--- src/inc/cidf_map.vh ---
`ifndef CIDF_MAP_VH
`define CIDF_MAP_VH
// ==========================================
// register byte offsets
`define CIDF_OFS_CTL0 8'h00
`define CIDF_OFS_CTL1 8'h04
`define CIDF_OFS_BTRA 8'h08
`define CIDF_OFS_BTRB 8'h0C
`define CIDF_OFS_RFLG 8'h10
`define CIDF_OFS_IDAC 8'h14
`define CIDF_OFS_RXERR 8'h18
`define CIDF_OFS_TXERR 8'h1C
`define CIDF_OFS_PAT 8'h20
`define CIDF_OFS_MSK 8'h40
// ==========================================
// field positions
`define CIDF_CTL0_INIT_MODE_REQUEST 0
`define CIDF_CTL1_INIT_MODE_ACKNOWLEDGE 0
`define CIDF_CTL1_CLOCK_SOURCE_SELECT 6
`define CIDF_CTL1_ENABLE 7
`define CIDF_RFLG_FULL 0
`define CIDF_BTRA_PRESC 5:0
`define CIDF_BTRA_SJW 7:6
`define CIDF_BTRB_FIRST_SEGMENT_LENGTH 3:0
`define CIDF_BTRB_SECOND_SEGMENT_LENGTH 6:4
`define CIDF_BTRB_SAM 7
`define CIDF_IDAC_MODE 5:4
`define CIDF_IDAC_HIT 2:0
// ==========================================
// filter modes
`define CIDF_MODE_W32 2'h0
`define CIDF_MODE_W16 2'h1
`define CIDF_MODE_W8 2'h2
`define CIDF_MODE_CLOSED 2'h3
// ==========================================
// reset values and bus answers
`define CIDF_RST_BYTE 8'h00
`define CIDF_RST_CTL0 1'h1
`define CIDF_RESP_OKAY 2'h0
`define CIDF_RESP_SLVERR 2'h2
`endif

--- src/rtl/cidf_cmp.v ---
`default_nettype none
// ==========================================
// one maskable compare slice
module cidf_cmp #(
  parameter W = 8
) (
  input wire [W-1:0] id_bits,
  input wire [W-1:0] pattern,
  input wire [W-1:0] mask,
  output wire hit
);
  // a set mask bit makes that position a don't care
  assign hit = &((~(id_bits ^ pattern)) | mask); // [RULE_01]
endmodule // cidf_cmp
`default_nettype wire

--- src/rtl/cidf_top.v ---
// What this block does
// [RULE_01] masked identifier compare, mask bit means don't care
// [RULE_02] acceptance sets full flag, loads hit index
// [RULE_03] lowest matching filter wins the hit field
// [RULE_04] four modes: two, four, eight, closed
// [RULE_05] two-filter mode compares whole 32-bit identifier
// [RULE_06] bytes 0-3 filter 0, 4-7 filter 1
// [RULE_07] four 16-bit filters, two per bank
// [RULE_08] eight 8-bit filters on first identifier byte
// [RULE_09] closed mode never accepts, never sets full
// [RULE_10] software prefers narrow modes for standard identifiers
// [RULE_11] error counters cannot be written by software
// [RULE_12] config writes only during acknowledged init
// [RULE_13] transmit pin recessive in init or power-down
// [RULE_14] enable bit writable once in normal modes
// [RULE_15] source select picks oscillator or bus clock
// [RULE_16] no clock generator means oscillator source
// [RULE_17] prescaler divides protocol clock into quanta
// [RULE_18] sync segment one quantum, edges expected there
// [RULE_19] first segment four to sixteen quanta
// [RULE_20] second segment two to eight quanta
// [RULE_21] sample at sample point, third of three
// [RULE_22] jump width one to four quanta
// [RULE_23] only valid accepted messages shift to queue
// [RULE_24] length fields hold quanta minus one
`include "cidf_map.vh"
`default_nettype none
module cidf_top #(
  parameter HAS_CLK_GEN = 1
) (
  input wire core_clk,
  input wire reset_n,
  // axi4-lite slave
  input wire [7:0] s_axi_awaddr,
  input wire s_axi_awvalid,
  output wire s_axi_awready,
  input wire [31:0] s_axi_wdata,
  input wire [3:0] s_axi_wstrb,
  input wire s_axi_wvalid,
  output wire s_axi_wready,
  output reg [1:0] s_axi_bresp,
  output reg s_axi_bvalid,
  input wire s_axi_bready,
  input wire [7:0] s_axi_araddr,
  input wire s_axi_arvalid,
  output wire s_axi_arready,
  output reg [31:0] s_axi_rdata,
  output reg [1:0] s_axi_rresp,
  output reg s_axi_rvalid,
  input wire s_axi_rready,
  // system and protocol engine side
  input wire special_mode,
  input wire power_down,
  input wire osc_clk,
  input wire [7:0] rx_err_count,
  input wire [7:0] tx_err_count,
  input wire [31:0] rx_id_bytes,
  input wire rx_id_valid,
  input wire rx_msg_ok,
  input wire rx_queue_ready,
  input wire tx_bit,
  // bus pins
  input wire receive_pin,
  output reg transmit_pin,
  // results
  output reg rx_shift,
  output reg rx_bit,
  output reg sample_pulse,
  output reg bit_start,
  output reg module_enable
);
  // ==========================================
  // register state
  reg init_req_r; // init_mode_request
  reg init_ack_r; // init_mode_acknowledge
  reg clock_source_select_r; // clock_source_select
  reg enable_written_r; // enable bit already written once
  reg [7:0] btra_r; // bus_timing_reg_a
  reg [7:0] btrb_r; // bus_timing_reg_b
  reg [1:0] mode_r; // acceptance_control_reg mode field
  reg [2:0] hit_r; // filter_hit_indicator
  reg full_r; // receive_full_flag
  reg [7:0] pat_r [0:7]; // acceptance_pattern_regs
  reg [7:0] msk_r [0:7]; // acceptance_mask_regs
  reg aw_hold_r; // write address latched
  reg w_hold_r; // write data latched
  reg [7:0] awaddr_r;
  reg [7:0] wdata_r;
  reg wstrb0_r;
  integer i;
  integer j; // priority scan index, combinational only
  // ==========================================
  // axi4-lite handshake terms
  wire wr_do = aw_hold_r & w_hold_r & ~s_axi_bvalid;
  wire cfg_open = init_req_r & init_ack_r; // [RULE_12]
  wire wr_pat = (awaddr_r[7:5] == `CIDF_OFS_PAT >> 5);
  wire wr_msk = (awaddr_r[7:5] == `CIDF_OFS_MSK >> 5);
  wire wr_lane = wr_do & wstrb0_r;
  assign s_axi_awready = ~aw_hold_r & ~s_axi_bvalid;
  assign s_axi_wready = ~w_hold_r & ~s_axi_bvalid;
  assign s_axi_arready = ~s_axi_rvalid;
  // mapped write address check
  reg wr_map;
  always @* begin
    case (awaddr_r)
      `CIDF_OFS_CTL0, `CIDF_OFS_CTL1, `CIDF_OFS_BTRA, `CIDF_OFS_BTRB,
      `CIDF_OFS_RFLG, `CIDF_OFS_IDAC, `CIDF_OFS_RXERR, `CIDF_OFS_TXERR: begin
        wr_map = 1'b1;
      end
      default: begin
        wr_map = (wr_pat | wr_msk) & (awaddr_r[1:0] == 2'h0);
      end
    endcase
  end
  // ==========================================
  // write channel: address and data in either order
  always @(posedge core_clk or negedge reset_n) begin
    if (!reset_n) begin
      aw_hold_r <= 1'b0;
      w_hold_r <= 1'b0;
      awaddr_r <= `CIDF_RST_BYTE;
      wdata_r <= `CIDF_RST_BYTE;
      wstrb0_r <= 1'b0;
      s_axi_bvalid <= 1'b0;
      s_axi_bresp <= `CIDF_RESP_OKAY;
    end else begin
      if (s_axi_awvalid & s_axi_awready) begin
        aw_hold_r <= 1'b1;
        awaddr_r <= s_axi_awaddr;
      end
      if (s_axi_wvalid & s_axi_wready) begin
        w_hold_r <= 1'b1;
        wdata_r <= s_axi_wdata[7:0];
        wstrb0_r <= s_axi_wstrb[0];
      end
      if (wr_do) begin
        // response once both halves are in
        aw_hold_r <= 1'b0;
        w_hold_r <= 1'b0;
        s_axi_bvalid <= 1'b1;
        s_axi_bresp <= wr_map ? `CIDF_RESP_OKAY : `CIDF_RESP_SLVERR;
      end else if (s_axi_bready) begin
        s_axi_bvalid <= 1'b0;
      end
    end
  end
  // ==========================================
  // control and configuration registers
  always @(posedge core_clk or negedge reset_n) begin
    if (!reset_n) begin
      init_req_r <= `CIDF_RST_CTL0;
      init_ack_r <= 1'b0;
      clock_source_select_r <= 1'b0;
      module_enable <= 1'b0;
      enable_written_r <= 1'b0;
      btra_r <= `CIDF_RST_BYTE;
      btrb_r <= `CIDF_RST_BYTE;
      mode_r <= `CIDF_MODE_W32;
      for (i = 0; i < 8; i = i + 1) begin
        pat_r[i] <= `CIDF_RST_BYTE;
        msk_r[i] <= `CIDF_RST_BYTE;
      end
    end else begin
      // acknowledge follows the request one cycle later
      init_ack_r <= init_req_r;
      if (wr_lane && awaddr_r == `CIDF_OFS_CTL0) init_req_r <= wdata_r[`CIDF_CTL0_INIT_MODE_REQUEST];
      if (wr_lane && awaddr_r == `CIDF_OFS_CTL1) begin
        // enable is not under the init lock
        if (special_mode | ~enable_written_r) begin
          module_enable <= wdata_r[`CIDF_CTL1_ENABLE]; // [RULE_14]
          enable_written_r <= 1'b1; // [RULE_14]
        end
        if (cfg_open) clock_source_select_r <= wdata_r[`CIDF_CTL1_CLOCK_SOURCE_SELECT]; // [RULE_12]
      end
      if (wr_lane & cfg_open) begin
        // locked group: timing, acceptance, patterns, masks
        if (awaddr_r == `CIDF_OFS_BTRA) btra_r <= wdata_r; // [RULE_12]
        if (awaddr_r == `CIDF_OFS_BTRB) btrb_r <= wdata_r; // [RULE_12]
        if (awaddr_r == `CIDF_OFS_IDAC) mode_r <= wdata_r[`CIDF_IDAC_MODE]; // [RULE_04] [RULE_12]
        if (wr_pat & (awaddr_r[1:0] == 2'h0)) pat_r[awaddr_r[4:2]] <= wdata_r; // [RULE_12]
        if (wr_msk & (awaddr_r[1:0] == 2'h0)) msk_r[awaddr_r[4:2]] <= wdata_r; // [RULE_12]
      end
    end
  end
  // ==========================================
  // read channel
  reg [7:0] rd_byte;
  reg rd_map;
  always @* begin
    rd_map = 1'b1;
    case (s_axi_araddr)
      `CIDF_OFS_CTL0: rd_byte = {7'h00, init_req_r};
      `CIDF_OFS_CTL1: rd_byte = {module_enable, clock_source_select_r, 5'h00, init_ack_r};
      `CIDF_OFS_BTRA: rd_byte = btra_r;
      `CIDF_OFS_BTRB: rd_byte = btrb_r;
      `CIDF_OFS_RFLG: rd_byte = {7'h00, full_r};
      `CIDF_OFS_IDAC: rd_byte = {2'h0, mode_r, 1'b0, hit_r};
      // counters are read-only, writes have no path to them
      `CIDF_OFS_RXERR: rd_byte = rx_err_count; // [RULE_11]
      `CIDF_OFS_TXERR: rd_byte = tx_err_count; // [RULE_11]
      default: begin
        if (s_axi_araddr[1:0] != 2'h0) begin
          rd_byte = 8'h00;
          rd_map = 1'b0;
        end else if (s_axi_araddr[7:5] == `CIDF_OFS_PAT >> 5) begin
          rd_byte = pat_r[s_axi_araddr[4:2]];
        end else if (s_axi_araddr[7:5] == `CIDF_OFS_MSK >> 5) begin
          rd_byte = msk_r[s_axi_araddr[4:2]];
        end else begin
          rd_byte = 8'h00;
          rd_map = 1'b0;
        end
      end
    endcase
  end
  // registered read answer
  always @(posedge core_clk or negedge reset_n) begin
    if (!reset_n) begin
      s_axi_rvalid <= 1'b0;
      s_axi_rdata <= 32'h00000000;
      s_axi_rresp <= `CIDF_RESP_OKAY;
    end else if (s_axi_arvalid & s_axi_arready) begin
      s_axi_rvalid <= 1'b1;
      s_axi_rdata <= {24'h000000, rd_byte};
      s_axi_rresp <= rd_map ? `CIDF_RESP_OKAY : `CIDF_RESP_SLVERR;
    end else if (s_axi_rready) begin
      s_axi_rvalid <= 1'b0;
    end
  end
  // ==========================================
  // acceptance filter slices
  wire [63:0] pat_all;
  wire [63:0] msk_all;
  wire [1:0] hit32;
  wire [3:0] hit16;
  wire [7:0] hit8;
  genvar g;
  generate
    for (g = 0; g < 8; g = g + 1) begin : g_flat
      // byte 0 sits at the top, as in the identifier layout
      assign pat_all[63-8*g -: 8] = pat_r[g];
      assign msk_all[63-8*g -: 8] = msk_r[g];
      cidf_cmp #(.W(8)) u_c8 (
        .id_bits(rx_id_bytes[31:24]),
        .pattern(pat_all[63-8*g -: 8]),
        .mask(msk_all[63-8*g -: 8]),
        .hit(hit8[g])
      ); // [RULE_08]
    end
    for (g = 0; g < 4; g = g + 1) begin : g_w16
      cidf_cmp #(.W(16)) u_c16 (
        .id_bits(rx_id_bytes[31:16]),
        .pattern(pat_all[63-16*g -: 16]),
        .mask(msk_all[63-16*g -: 16]),
        .hit(hit16[g])
      ); // [RULE_07]
    end
    for (g = 0; g < 2; g = g + 1) begin : g_w32
      cidf_cmp #(.W(32)) u_c32 (
        .id_bits(rx_id_bytes),
        .pattern(pat_all[63-32*g -: 32]),
        .mask(msk_all[63-32*g -: 32]),
        .hit(hit32[g])
      ); // [RULE_05] [RULE_06]
    end
  endgenerate
  // mode select and lowest-index priority
  reg [7:0] hit_vec;
  reg [2:0] hit_idx;
  always @* begin
    case (mode_r)
      `CIDF_MODE_W32: hit_vec = {6'h00, hit32}; // [RULE_04]
      `CIDF_MODE_W16: hit_vec = {4'h0, hit16}; // [RULE_04]
      `CIDF_MODE_W8: hit_vec = hit8; // [RULE_04]
      default: hit_vec = 8'h00; // [RULE_09]
    endcase
    hit_idx = 3'h0;
    for (j = 7; j >= 0; j = j - 1) begin
      if (hit_vec[j]) hit_idx = j[2:0]; // [RULE_03]
    end
  end
  // ==========================================
  // acceptance result and receive flag
  reg acc_r; // current frame accepted
  reg [2:0] acc_idx_r;
  wire shift_now = rx_msg_ok & acc_r & rx_queue_ready; // [RULE_23]
  wire full_clr = wr_lane & (awaddr_r == `CIDF_OFS_RFLG) & wdata_r[`CIDF_RFLG_FULL];
  always @(posedge core_clk or negedge reset_n) begin
    if (!reset_n) begin
      acc_r <= 1'b0;
      acc_idx_r <= 3'h0;
      hit_r <= 3'h0;
      full_r <= 1'b0;
      rx_shift <= 1'b0;
    end else begin
      if (rx_id_valid) begin
        // closed mode leaves hit_vec empty
        acc_r <= |hit_vec; // [RULE_09]
        acc_idx_r <= hit_idx;
      end else if (rx_msg_ok) begin
        acc_r <= 1'b0;
      end
      rx_shift <= shift_now; // [RULE_23]
      if (shift_now) begin
        hit_r <= acc_idx_r; // [RULE_02]
      end
      // write-one-to-clear, a new set wins
      full_r <= shift_now | (full_r & ~full_clr); // [RULE_02]
    end
  end
  // ==========================================
  // pin synchronisers and protocol clock tick
  reg osc_s1_r, osc_s2_r, osc_s3_r;
  reg rx_s1_r, rx_s2_r, rx_s3_r;
  always @(posedge core_clk or negedge reset_n) begin
    if (!reset_n) begin
      osc_s1_r <= 1'b0;
      osc_s2_r <= 1'b0;
      osc_s3_r <= 1'b0;
      rx_s1_r <= 1'b1;
      rx_s2_r <= 1'b1;
      rx_s3_r <= 1'b1;
    end else begin
      osc_s1_r <= osc_clk;
      osc_s2_r <= osc_s1_r;
      osc_s3_r <= osc_s2_r;
      rx_s1_r <= receive_pin;
      rx_s2_r <= rx_s1_r;
      rx_s3_r <= rx_s2_r;
    end
  end
  wire use_bus_clk = clock_source_select_r & (HAS_CLK_GEN != 0); // [RULE_15] [RULE_16]
  wire pclk_tick = use_bus_clk | (osc_s2_r & ~osc_s3_r); // [RULE_15]
  wire run = module_enable & ~init_ack_r & ~power_down;
  wire rx_fall = rx_s3_r & ~rx_s2_r; // recessive to dominant
  // ==========================================
  // prescaler and bit timing
  localparam PH_SYNC = 2'h0;
  localparam PH_SEG1 = 2'h1;
  localparam PH_SEG2 = 2'h2;
  reg [5:0] pre_cnt_r;
  reg [1:0] phase_r;
  reg [4:0] qcnt_r; // quanta spent in segment
  reg [2:0] ext_r; // seg1 lengthening
  reg edge_r; // edge seen this quantum
  reg [2:0] samp_r; // last three quantum samples
  wire q_tick = run & pclk_tick & (pre_cnt_r == btra_r[`CIDF_BTRA_PRESC]); // [RULE_17]
  wire [4:0] sjw_q = {3'h0, btra_r[`CIDF_BTRA_SJW]} + 5'h01; // [RULE_22] [RULE_24]
  wire [4:0] seg1_q = {1'b0, btrb_r[`CIDF_BTRB_FIRST_SEGMENT_LENGTH]} + 5'h01 + {2'h0, ext_r}; // [RULE_19]
  wire [4:0] seg2_q = {2'h0, btrb_r[`CIDF_BTRB_SECOND_SEGMENT_LENGTH]} + 5'h01; // [RULE_20] [RULE_24]
  wire [4:0] qnext = qcnt_r + 5'h01;
  wire [4:0] seg2_left = seg2_q - qcnt_r;
  wire maj = (samp_r[0] & samp_r[1]) | (samp_r[0] & rx_s2_r) | (samp_r[1] & rx_s2_r);
  always @(posedge core_clk or negedge reset_n) begin
    if (!reset_n) begin
      pre_cnt_r <= 6'h00;
      phase_r <= PH_SYNC;
      qcnt_r <= 5'h00;
      ext_r <= 3'h0;
      edge_r <= 1'b0;
      samp_r <= 3'h7;
      rx_bit <= 1'b1;
      sample_pulse <= 1'b0;
      bit_start <= 1'b0;
    end else begin
      sample_pulse <= 1'b0;
      bit_start <= 1'b0;
      if (!run) begin
        // timing restarts cleanly after init
        pre_cnt_r <= 6'h00;
        phase_r <= PH_SYNC;
        qcnt_r <= 5'h00;
        ext_r <= 3'h0;
        edge_r <= 1'b0;
      end else begin
        if (pclk_tick) begin
          pre_cnt_r <= q_tick ? 6'h00 : pre_cnt_r + 6'h01; // [RULE_17]
        end
        if (rx_fall) begin
          edge_r <= 1'b1;
        end
        if (q_tick) begin
          edge_r <= rx_fall;
          samp_r <= {samp_r[1:0], rx_s2_r};
          case (phase_r)
            PH_SYNC: begin
              // single quantum, edges expected here
              phase_r <= PH_SEG1; // [RULE_18]
              qcnt_r <= 5'h00;
              ext_r <= 3'h0;
              bit_start <= 1'b1;
            end
            PH_SEG1: begin
              if (edge_r & (ext_r == 3'h0)) begin
                // late edge lengthens seg1 by at most the jump width
                ext_r <= (qnext > sjw_q) ? sjw_q[2:0] : qnext[2:0]; // [RULE_22]
              end
              if (qnext >= seg1_q) begin
                phase_r <= PH_SEG2;
                qcnt_r <= 5'h00;
                sample_pulse <= 1'b1; // [RULE_21]
                rx_bit <= btrb_r[`CIDF_BTRB_SAM] ? maj : rx_s2_r; // [RULE_21]
              end else begin
                qcnt_r <= qnext;
              end
            end
            PH_SEG2: begin
              if (edge_r & (seg2_left <= sjw_q)) begin
                // early edge: it was the next sync quantum
                phase_r <= PH_SEG1; // [RULE_22]
                qcnt_r <= 5'h00;
                ext_r <= 3'h0;
                bit_start <= 1'b1;
              end else if (edge_r) begin
                qcnt_r <= qcnt_r + sjw_q; // [RULE_22]
              end else if (qnext >= seg2_q) begin
                phase_r <= PH_SYNC; // [RULE_18]
                qcnt_r <= 5'h00;
              end else begin
                qcnt_r <= qnext;
              end
            end
            default: begin
              phase_r <= PH_SYNC;
            end
          endcase
        end
      end
    end
  end
  // ==========================================
  // transmit pin forcing
  always @(posedge core_clk or negedge reset_n) begin
    if (!reset_n) begin
      transmit_pin <= 1'b1;
    end else begin
      transmit_pin <= (init_req_r | init_ack_r | power_down) ? 1'b1 : tx_bit; // [RULE_13]
    end
  end
endmodule // cidf_top
`default_nettype wire

--- config.mk ---
export PLATFORM = sky130hd
export DESIGN_NAME = cidf_top
export DESIGN_NICKNAME = d
export VERILOG_FILES = /design/src/rtl/cidf_cmp.v /design/src/rtl/cidf_top.v
export VERILOG_INCLUDE_DIRS = /design/src /design/src/inc
export SDC_FILE = /design/constraint.sdc
export NUM_CORES = 1
export LEC_CHECK = 0
export BUFFER_PORTS_ARGS = -buffer_cell sky130_fd_sc_hd__buf_2
export CAP_MARGIN = 20
export CORE_UTILIZATION = 45
export CTS_BUF_LIST = sky130_fd_sc_hd__clkbuf_16
export CTS_CLUSTER_DIAMETER = 100
export CTS_CLUSTER_SIZE = 16
export DETAILED_ROUTE_END_ITERATION = 8
export PLACE_DENSITY_LB_ADDON = 0.2
export SYNTH_ARGS = -nofsm -noshare
export SYNTH_HDL_FRONTEND = slang
export SYNTH_SLANG_ARGS = --single-unit
--- constraint.sdc ---
create_clock -name core_clk -period 3.67 [get_ports core_clk]
set_input_delay 0.1835 -clock core_clk [delete_from_list [all_inputs] [get_ports core_clk]]
set_output_delay 0.1835 -clock core_clk [all_outputs]
set_load 0.02 [all_outputs]
Word level (Yosys, flattened, before mapping)
Cells that the tools add are included.
- add/subtract/negate cells: 8
- $lt $le $gt $ge: 7
- equality and inequality tests: 32
- mux-type cells: 76
- bitwise gates (word level): 91
- reduce and logical (&&, ||, !) cells: 44
- operator list (kind ; count):
    $bwmux 64 ; 2
    $eq 8x5->1 const B ; 8
    $mux 8 ; 8
    $not 16->16 ; 4
    $not 32->32 ; 2
    $not 8->8 ; 8
    $or 16x16->16 ; 4
    $or 32x32->32 ; 2
    $or 8x8->8 ; 8
    $pmux 8 s8 ; 1
    $reduce_and 16->1 ; 4
    $reduce_and 32->1 ; 2
    $reduce_and 8->1 ; 8
    $xor 16x16->16 ; 4
    $xor 32x32->32 ; 2
    $xor 8x8->8 ; 8
    $bmux 8 s3 ; 2
    $mux 3 ; 13
    $eq 8x4->1 const B ; 4
    $mux 5 ; 6
    $and 1x1->1 ; 29
    $mux 1 ; 27
    $demux 8 s3 ; 1
    $pmux 8 s3 ; 1
    other kinds (42) ; 100
- register bits: 222
- bits of input ports: 115
- output and inout port bits: 47
- word-level logic and storage cells: 313

Logic depth before layout (Yosys ltp)
Gate-level depths: netlist of the first run.
- word-level depth: 13
- depth in mapped cells: 13
- gate-level depth less buffers: 13

By module
A second synthesis of the first run with hierarchy kept.
- cells, all modules: 1234
- area, all modules: 14013.4 sq um
- by module, submodules not included (module ; times used ; cells an instance ; area each (sq um) ; sequential area each (sq um)):
    cidf_top ; 1 ; 916 ; 11488.5 ; 5515.3
    cidf_cmp at g_flat[0].u_c8 ... ; 8 ; 13 ; 107.6 ; 0.0
    cidf_cmp at g_w16[0].u_c16 ... ; 4 ; 27 ; 209.0 ; 0.0
    cidf_cmp at g_w32[0].u_c32 ... ; 2 ; 53 ; 414.1 ; 0.0

Worst setup path before layout of the first run
Ideal clock, no wire load.
- path kind: register to register
- from: register btrb_r[4]
- to: register phase_r[0]
- setup time: 0.125 ns
- arrival: 2.877 ns
- required time: 3.545 ns
- setup slack: 0.668 ns
- stages on the path, launching flop included: 13
- buffers on the path: 0
- clock period less this slack: 3.002 ns
- cells stage by stage: dfrtp_1 > ha_1 > inv_1 > fa_1 > inv_1 > ha_1 > nor2b_1 > o21a_1 > o21ai_0 > o211ai_1 > o221ai_1 > nor3b_2 > mux2_2
- cells in the longest elaborated chain, start to end: 8
- elaborated cells between the ends (all ways): 12
- those cells by class: add/sub (2); order compare (2); eq/ne (2); mux (4); bitwise (1); reduce/logical (1)
- RTL lines (what ; RTL line ; source):
    start: declaration ; cidf_top.v:79 ; reg [7:0] btrb_r;
    start signal: assignment ; cidf_top.v:157 ; btrb_r <= `CIDF_RST_BYTE;
    start signal: assignment ; cidf_top.v:178 ; if (awaddr_r == `CIDF_OFS_BTRB) btrb_r <= wdata_r;
    $add 3x1->4 * ; cidf_top.v:350 ; wire [4:0] seg2_q = {2'h0, btrb_r[`CIDF_BTRB_SECOND_SEGMENT_LENGTH]} + 5'h01;
    $sub 4x5->5 ; cidf_top.v:352 ; wire [4:0] seg2_left = seg2_q - qcnt_r;
    $le 5x3->1 ; cidf_top.v:408 ; if (edge_r & (seg2_left <= sjw_q)) begin
    $and 1x1->1 ; cidf_top.v:408 ;
    $mux 2 ; cidf_top.v:408 ;
    $pmux 2 s3 ; cidf_top.v:385 ; case (phase_r)
    $mux 2 ; cidf_top.v:382 ; if (q_tick) begin
    $mux 2 ; cidf_top.v:368 ; if (!run) begin
    end signal: assignment ; cidf_top.v:371 ; phase_r <= PH_SYNC;
    end signal: assignment ; cidf_top.v:388 ; phase_r <= PH_SEG1;
    end signal: assignment ; cidf_top.v:410 ; phase_r <= PH_SEG1;
    end: declaration ; cidf_top.v:342 ; reg [1:0] phase_r;
Every way passes the cells marked *; elsewhere a longest branch is shown, timed or not. The select of a mux whose other input is x is not followed.
A chain may end at the register's enable or synchronous reset.

Final worst setup path of the first run
- from: register btrb_r[4]
- to: register ext_r[1]
- cells in the longest elaborated chain, start to end: 6
- RTL lines (what ; RTL line ; source):
    $add 3x1->4 ; cidf_top.v:350 ;
    $sub 4x5->5 ; cidf_top.v:352 ;
    $le 5x3->1 ; cidf_top.v:408 ;
    $and 1x1->1 ; cidf_top.v:408 ;
    $ne 3x3->1 (no source line) ; - ;
    $reduce_and 4->1 (no source line) ; - ;
    end signal: assignment ; cidf_top.v:396 ; ext_r <= (qnext > sjw_q) ? sjw_q[2:0] : qnext[2:0];
    end: declaration ; cidf_top.v:344 ; reg [2:0] ext_r;
Every way passes these cells.

==> results of run 1 <==
==> Yosys cell counts, types with 16 or more instances <==
cell,count
ha_1,33
nand2_1,57
mux2i_1,26
buf_4,26
o21ai_0,27
o22ai_1,63
mux4_2,33
a21oi_1,37
nand3_1,16
mux2_2,178
nor2_1,49
inv_1,31
xnor2_1,142
dfrtp_1,212
clkbuf_1,37
==> tightest hold or removal path: stages <==
cell and delay, ps:
buf_2 100, a2111oi_0 60, o21ai_0 150
==> report_power, final <==
| group | internal, W | total [W] | switching (W) |
|---|---|---|---|
| combinational | 0.000355 | 0.000771 | 0.000416 |
| sequential | 0.00256 | 0.00311 | 0.000545 |
| clock | 0.000902 | 0.00182 | 0.000919 |
==> flip-flops by register name, summed over array words and instances, names as in the netlist, 2 cells and up <==
signal / count
ext_r: 3
msk_all: 64
s_axi_rdata: 8
phase_r: 2
samp_r: 2
pat_all: 64
acc_idx_r: 3
mode_r: 2
qcnt_r: 5
btra_r: 8
hit_r: 3
pre_cnt_r: 6
wdata_r: 8
btrb_r: 8
awaddr_r: 8
==> metal layers <==
metal,vias up,global-route usage [%],routed length (um)
li1,4343,-,-
met1,4906,39.75,18100
met2,429,39.99,17330
met3,56,4.134,2876
met4,0,6.342,901
met5,-,0,0
==> layout make-up <==
cell class | count | share of cell area [%]
Multi-Input combinational cell | 846 | 48.82
Sequential cell | 220 | 37.36
Timing Repair Buffer | 148 | 6.305
Tap cell | 384 | 3.254
Clock buffer | 18 | 3.051
Inverter | 31 | 0.7881
Clock inverter | 9 | 0.4237
==> worst paths after layout <==
check                      slack [ps]                          to                  start
max in group asynchronous        2420      msk_all[9]$_DFFE_PN0P_                reset_n
min                                30  s_axi_rresp[1]$_DFFE_PN0P_        s_axi_araddr[0]
max reg2reg                       230        ext_r[1]$_DFFE_PN0P_  btrb_r[4]$_DFFE_PN0P_
min in group asynchronous         230         bit_start$_DFF_PN0_                reset_n
max                               230        ext_r[1]$_DFFE_PN0P_  btrb_r[4]$_DFFE_PN0P_
min reg2reg                       330          osc_s2_r$_DFF_PN0_     osc_s1_r$_DFF_PN0_
==> timing repair <==
item                       CTS  global route
hold buffers                27             0
setup endpoints to repair    0             0
resized for setup            0             0
hold endpoints to repair   108             0
==> through the flow <==
step | power (W) | std cells
global placement | 0.003889 | 1602
global route | 0.005945 | 1656
detailed placement | 0.003898 | 1602
CTS | 0.005757 | 1656
finish | 0.005700 | 1656
floorplan | 0.003441 | 1182
==> kinds of logic after synthesis <==
kind of cell	synth area share, %
compound gates	8.982
xor+xnor	9.902
fa+ha+maj	3.589
buf+inv	4.168
flops	41.85
mux	23.02
other cells	0.02845
simple gates	8.459
==> metrics.txt, run 1 <==
total of fill cells in the finished design 2,593; vias in the first global route 9,524; Reg clk slew, reported paths 80 ps; setup bufs post-CTS 0; clk root buf clkbuf_16; Yosys top cell area share around 40%; Routed Antenna Nets 0; buffers added on ports around 110; Hold WC Path Type in -> reg; largest net degree at the start of global routing 90; Initial DRT Pass Iterations 5; Slew @ Worst Pin 1042 ps; CP Data Arrival Time 3840 ps; GP Congestion 0.9266; via count between 9,000 and 10,000; cell taking the most area after synthesis dfrtp_1; Crit-path slowest cell fa_1; final net count 1,416; CP max FO 5; CP top delay family compound AO/OA/AOI/OAI gates; DRC 0; GRT Util Overall 26.48%; clk sink count 220; Initial Utilization 45.79%; HPWL Detailed 29.11 mm; FF/Latch Area around 5500 um2; CP Data Required Time approximately 4100 ps; Die Area 29,970 um2; post-synthesis cell count 1,157; drt via density 5.878; RSZ-0062 raised after global routing false; Core Area roughly 29,000 um2; final core utilization 51.30%; Mapped Avg Cell Area 11.39 um2; drt total wl 39.21 mm; most frequent cells in the layout 212 x dfrtp_1, 178 x mux2_2, 142 x xnor2_1; crit path kind reg -> reg; Leakage 6.622 nW; pre-CTS setup slack 274.1 ps; Hold Path Depth 3; Final Hold Viols 0; R2R depth 12; final hold slack 26.81 ps; H-tree levels 1; EDFF count, synth 0; Setup TNS 0 ps; Final Slew Violations 0; stages on the worst setup path 12; Worst setup EP type flip-flop; CTS Buffer Depth 3; die outline height between 150 and 200 um; fin worst setup slack 225.2 ps; Main synth FF type dfrtp_1; multi-input logic area 7208 um2; first-pass GRT wire length 59.99 mm; f_max 290.3 MHz; initial antenna violation count 0; CP max stage delay about 500 ps; post-route minimum period about 3400 ps; Ant. Diodes 0; DIE WIDTH 173.1 um; grt total ovfl 0; Num CTS Buffers 18; top post-synthesis cells by area dfrtp_1 40%, mux2_2 15%, xnor2_1 9.4%, mux4_2 5.6%, ha_1 3.1%; Mapped Area approximately 13,000 um2; Area growth syn-to-layout 12.03%; io pins 162; Worst-Skew Late Latency 520 ps; maximum vdd drop 0.8175 mV; Worst Skew 21.14 ps; worst path buffer plus inverter count 2; starting DRC count in detailed routing 982; Post-Layout Inst Area 14,760 um2; CTS tree yes; Max-cap violations 0; num rows a little over 60; commonest non-fill, non-tap cell in the layout dfrtp_1; synth warn 0; proportion of layout cells with a drive suffix above 1 between 30% and 40%; post-synthesis sequential element count 220; placed cell area 13,980 um2; Setup-failing EPs final 0; Async SR Flop Fraction 100.0%; worst path cell trace ha_1 -> inv_1 -> fa_1 -> inv_1 -> ha_1 -> nor2b_1 -> o21a_1 -> o21ai_0 -> o211ai_1 -> o21ai_0 -> a41oi_1 -> mux2_2; sequential fraction of the synthesis area 41.85%; WL/cell 23.68 um; PwrDens 386.1 nW/um2; distinct cell type count after synthesis 75; Final period util 93.86%; Worst Setup Start Kind flip-flop; Slew headroom 30.56%; status complete, no violations
No activity file was read; power rests on OpenSTA's default activity.
==> inputs of run 2 (changes only) <==
--- a/config.mk
+++ b/config.mk
@@ -8,12 +8,13 @@
 export LEC_CHECK = 0
 export BUFFER_PORTS_ARGS = -buffer_cell sky130_fd_sc_hd__buf_2
 export CAP_MARGIN = 20
-export CORE_UTILIZATION = 45
+export CORE_UTILIZATION = 50
 export CTS_BUF_LIST = sky130_fd_sc_hd__clkbuf_16
-export CTS_CLUSTER_DIAMETER = 100
+export CTS_CLUSTER_DIAMETER = 200
 export CTS_CLUSTER_SIZE = 16
 export DETAILED_ROUTE_END_ITERATION = 8
 export PLACE_DENSITY_LB_ADDON = 0.2
 export SYNTH_ARGS = -nofsm -noshare
 export SYNTH_HDL_FRONTEND = slang
+export SYNTH_HIERARCHICAL = 1
 export SYNTH_SLANG_ARGS = --single-unit
==> run 2 against run 1 <==
Effect of this change:
- hold slack worse by 14 ps
- power is 2.0% higher
- first-iteration DRC count is 13% higher
- clock-buffer cell count is 1 lower
- cell count is 4.5% higher
- highest routed layer unchanged
- cell area is 5.5% higher
- critical endpoint unchanged
==> metrics.txt, run 2 <==
post-synthesis sequential element count 220 (unchanged); clock power share 30.8% (was 31.9%); Leakage 6.727 nW (was 6.622 nW); Worst setup EP type flip-flop (unchanged); FF/Latch Area 5515 um2 (unchanged); Finished Layout Cells 1,731 (was 1,656); Reg clk slew, reported paths 80 ps (about the same); io pins 162 (unchanged); Area growth syn-to-layout 11.12% (was 12.03%); wire length on met1 19.11 mm (was 18.10 mm); Mapped Avg Cell Area 11.36 um2 (was 11.39 um2); GP Congestion 0.9811 (was 0.9266); met2 WL 19.09 mm (was 17.33 mm); distinct cell type count after synthesis 74 (was 75); clk sink count 220 (unchanged); Initial Utilization 51.42% (was 45.79%); top sig layer met4 (unchanged); buffers added on ports 108 (unchanged); HPWL Detailed 31.72 mm (was 29.11 mm); sw frac 33.38% (was 32.98%); clk root buf clkbuf_16 (unchanged); Final Hold Viols 0 (unchanged); drt via density 6.216 (was 5.878); initial antenna violation count 1 (was 0); CP Data Required Time 4070 ps (about the same); post-route minimum period 3335 ps (was 3445 ps); GRT Util Overall 30.83% (was 26.48%); f_max 299.9 MHz (was 290.3 MHz); setup bufs post-CTS 0 (unchanged); Setup-failing EPs final 0 (unchanged); WL/cell 25.09 um (was 23.68 um); RSZ-0062 raised after global routing false (unchanged); starting DRC count in detailed routing 1,107 (was 982); largest net degree at the start of global routing 108 (was 90); Mapped Area 14,010 um2 (was 13,180 um2); Die Area 28,700 um2 (was 29,970 um2); Setup TNS 0 ps (unchanged); Max-cap violations 0 (unchanged); CP Data Arrival Time 3730 ps (was 3840 ps); DRC 0 (unchanged); Initial DRT Pass Iterations 5 (unchanged); vias in the first global route 10,624 (was 9,524); Routed Antenna Nets 0 (unchanged); Main synth FF type dfrtp_1 (unchanged); synth warn 6 (was 0); PwrDens 373.5 nW/um2 (was 386.1 nW/um2); via count 10,760 (was 9,734); Worst-Skew Late Latency 500 ps (was 520 ps); top post-synthesis cells by area dfrtp_1 38%, mux2_2 14%, xnor2_1 13%, mux4_2 5.1%, o22ai_1 5.0% (was dfrtp_1 40%, mux2_2 15%, xnor2_1 9.4%, mux4_2 5.6%, ha_1 3.1%); Pint 0.003875 W (was 0.003820 W); crit path kind reg -> reg (unchanged); cell taking the most area after synthesis dfrtp_1 (unchanged); Hold WC Path Type in -> reg (unchanged); Worst Skew 18.80 ps (was 21.14 ps); met3 routed wirelength 3.819 mm (was 2.876 mm); multi-input logic area 8080 um2 (was 7208 um2); switching pwr 0.001941 W (was 0.001880 W); Slew @ Worst Pin 1122 ps (was 1042 ps); final net count 1,503 (was 1,416); most frequent cells in the layout 212 x dfrtp_1, 202 x xnor2_1, 176 x mux2_2 (was 212 x dfrtp_1, 178 x mux2_2, 142 x xnor2_1); post-CTS resize count 0 (unchanged); num rows 60 (was 62); status complete, no violations (unchanged); maximum vdd drop 0.5266 mV (was 0.8175 mV); grt total ovfl 0 (unchanged); Comb power frac 15.3% (was 13.5%); Slew headroom 25.19% (was 30.56%); Post-CTS Hold Buffers 26 (was 27); EDFF count, synth 0 (unchanged); post-synthesis cell count 1,234 (was 1,157); Synth top cells by count 212 x dfrtp_1, 202 x xnor2_1, 176 x mux2_2 (was 212 x dfrtp_1, 178 x mux2_2, 142 x xnor2_1); total of fill cells in the finished design 2,391 (was 2,593); first-pass GRT wire length 65.84 mm (was 59.99 mm); Seq pwr share 53.8% (was 54.5%); sequential fraction of the synthesis area 39.36% (was 41.85%); drt total wl 43.44 mm (was 39.21 mm); most frequent cell after synthesis dfrtp_1 (unchanged); CP max FO 6 (was 5); proportion of layout cells with a drive suffix above 1 28.79% (was 30.11%); post-placement cell count 1,679 (was 1,602); CTS Buffer Depth 3 (unchanged); Num CTS Buffers 17 (was 18); Async SR Flop Fraction 100.0% (unchanged); Final period util 90.87% (was 93.86%); Core Area 27,250 um2 (was 28,780 um2); Worst Setup Start Kind flip-flop (unchanged); commonest non-fill, non-tap cell in the layout dfrtp_1 (unchanged); Yosys top cell area share 37.86% (was 40.25%); DIE WIDTH 169.4 um (was 173.1 um); CTS tree yes (unchanged); die outline height 169.4 um (was 173.1 um); H-tree levels 1 (unchanged); Final Slew Violations 0 (unchanged)
[run 2: cell types whose count changed in the layout (fill, tap and decap cells not counted), sizes merged, moves of 6 or more]
cell   change
xnor2     +60
or4        +8
nor2      -18
a21oi     -10
o22ai     +48
nor3       -6
nand3      -9
[run 2: final timing paths]
check,endpoint,cells after the start,slack [ps],startpoint
max,ext_r[1]$_DFFE_PN0P_,11,340,btrb_r[4]$_DFFE_PN0P_
min reg2reg,rx_s2_r$_DFF_PN1_,0,360,rx_s1_r$_DFF_PN1_
max in group asynchronous,rx_s1_r$_DFF_PN1_,3,2390,reset_n
min in group asynchronous,qcnt_r[2]$_DFFE_PN0P_,2,280,reset_n
max reg2reg,ext_r[1]$_DFFE_PN0P_,11,340,btrb_r[4]$_DFFE_PN0P_
min,acc_idx_r[1]$_DFFE_PN0P_,2,10,rx_id_valid
[run 2: kinds of logic after synthesis]
group                      Yosys count  share of synthesized area (%)
xor gates and xnor gates           212                          13.25
AOI/OAI and AO/OA                  219                          10.09
other                                1                        0.02676
adders and majority gates           36                          3.375
buffers and inverters              103                          3.696
and+or+nand+nor                    206                          8.839
DFF                                220                          39.36
muxes                              237                          21.37
[run 2: layout make-up]
type	instances	area share (%)
clock inverter	8	0.3937
sequential	220	35.42
multi-input combinational	936	51.89
tap	372	2.989
timing repair buffer	144	5.769
clock buffer	17	2.732
inverter	33	0.7954
antenna	1	0.01607
[run 2: per-stage QoR]
stage / area (um2) / power, W / utilization, % / setup WS (ps) / hold slack, ps
2_1_floorplan: 14110 / 0.003521 / - / 706.6 / -112.1
3_3_place_gp: 14820 / 0.004016 / 54.39 / 420.3 / 289.6
3_5_place_dp: 14820 / 0.004036 / 54.39 / 371.4 / 289.6
4_1_cts: 15570 / 0.005836 / 57.14 / 343.5 / 7.085
5_1_grt: 15570 / 0.006037 / 57.14 / 162.7 / 32.09
6_report: 15570 / 0.005816 / 57.14 / 335.2 / 13.15
[run 2: routing by layer]
metal,global-route usage [%],vias up
li1,-,4715
met1,45.30,5398
met2,46.31,559
met3,4.897,88
met4,10.34,0
met5,0,-
[run 2: power groups by stage]
| stage | sequential, W | combinational [W] | clock (W) |
|---|---|---|---|
| 2_1_floorplan | 0.00272 | 0.000805 | 0 |
| 3_3_place_gp | 0.00316 | 0.000855 | 0 |
| 4_1_cts | 0.00312 | 0.000895 | 0.00182 |
| 5_1_grt | 0.00315 | 0.000968 | 0.00192 |
| 6_report | 0.00313 | 0.000891 | 0.00179 |
| 3_5_place_dp | 0.00317 | 0.000869 | 0 |
[run 2: worst max-delay path, cell delays in order (launching register included)]
cell and delay (ps):
dfrtp_1 440, ha_1 320, inv_1 70, fa_1 400, xnor2_1 150, ha_1 310
a21oi_1 170, a32oi_1 90, nor3_2 390, a21oi_1 200, a2111o_1 420, a32o_1 280
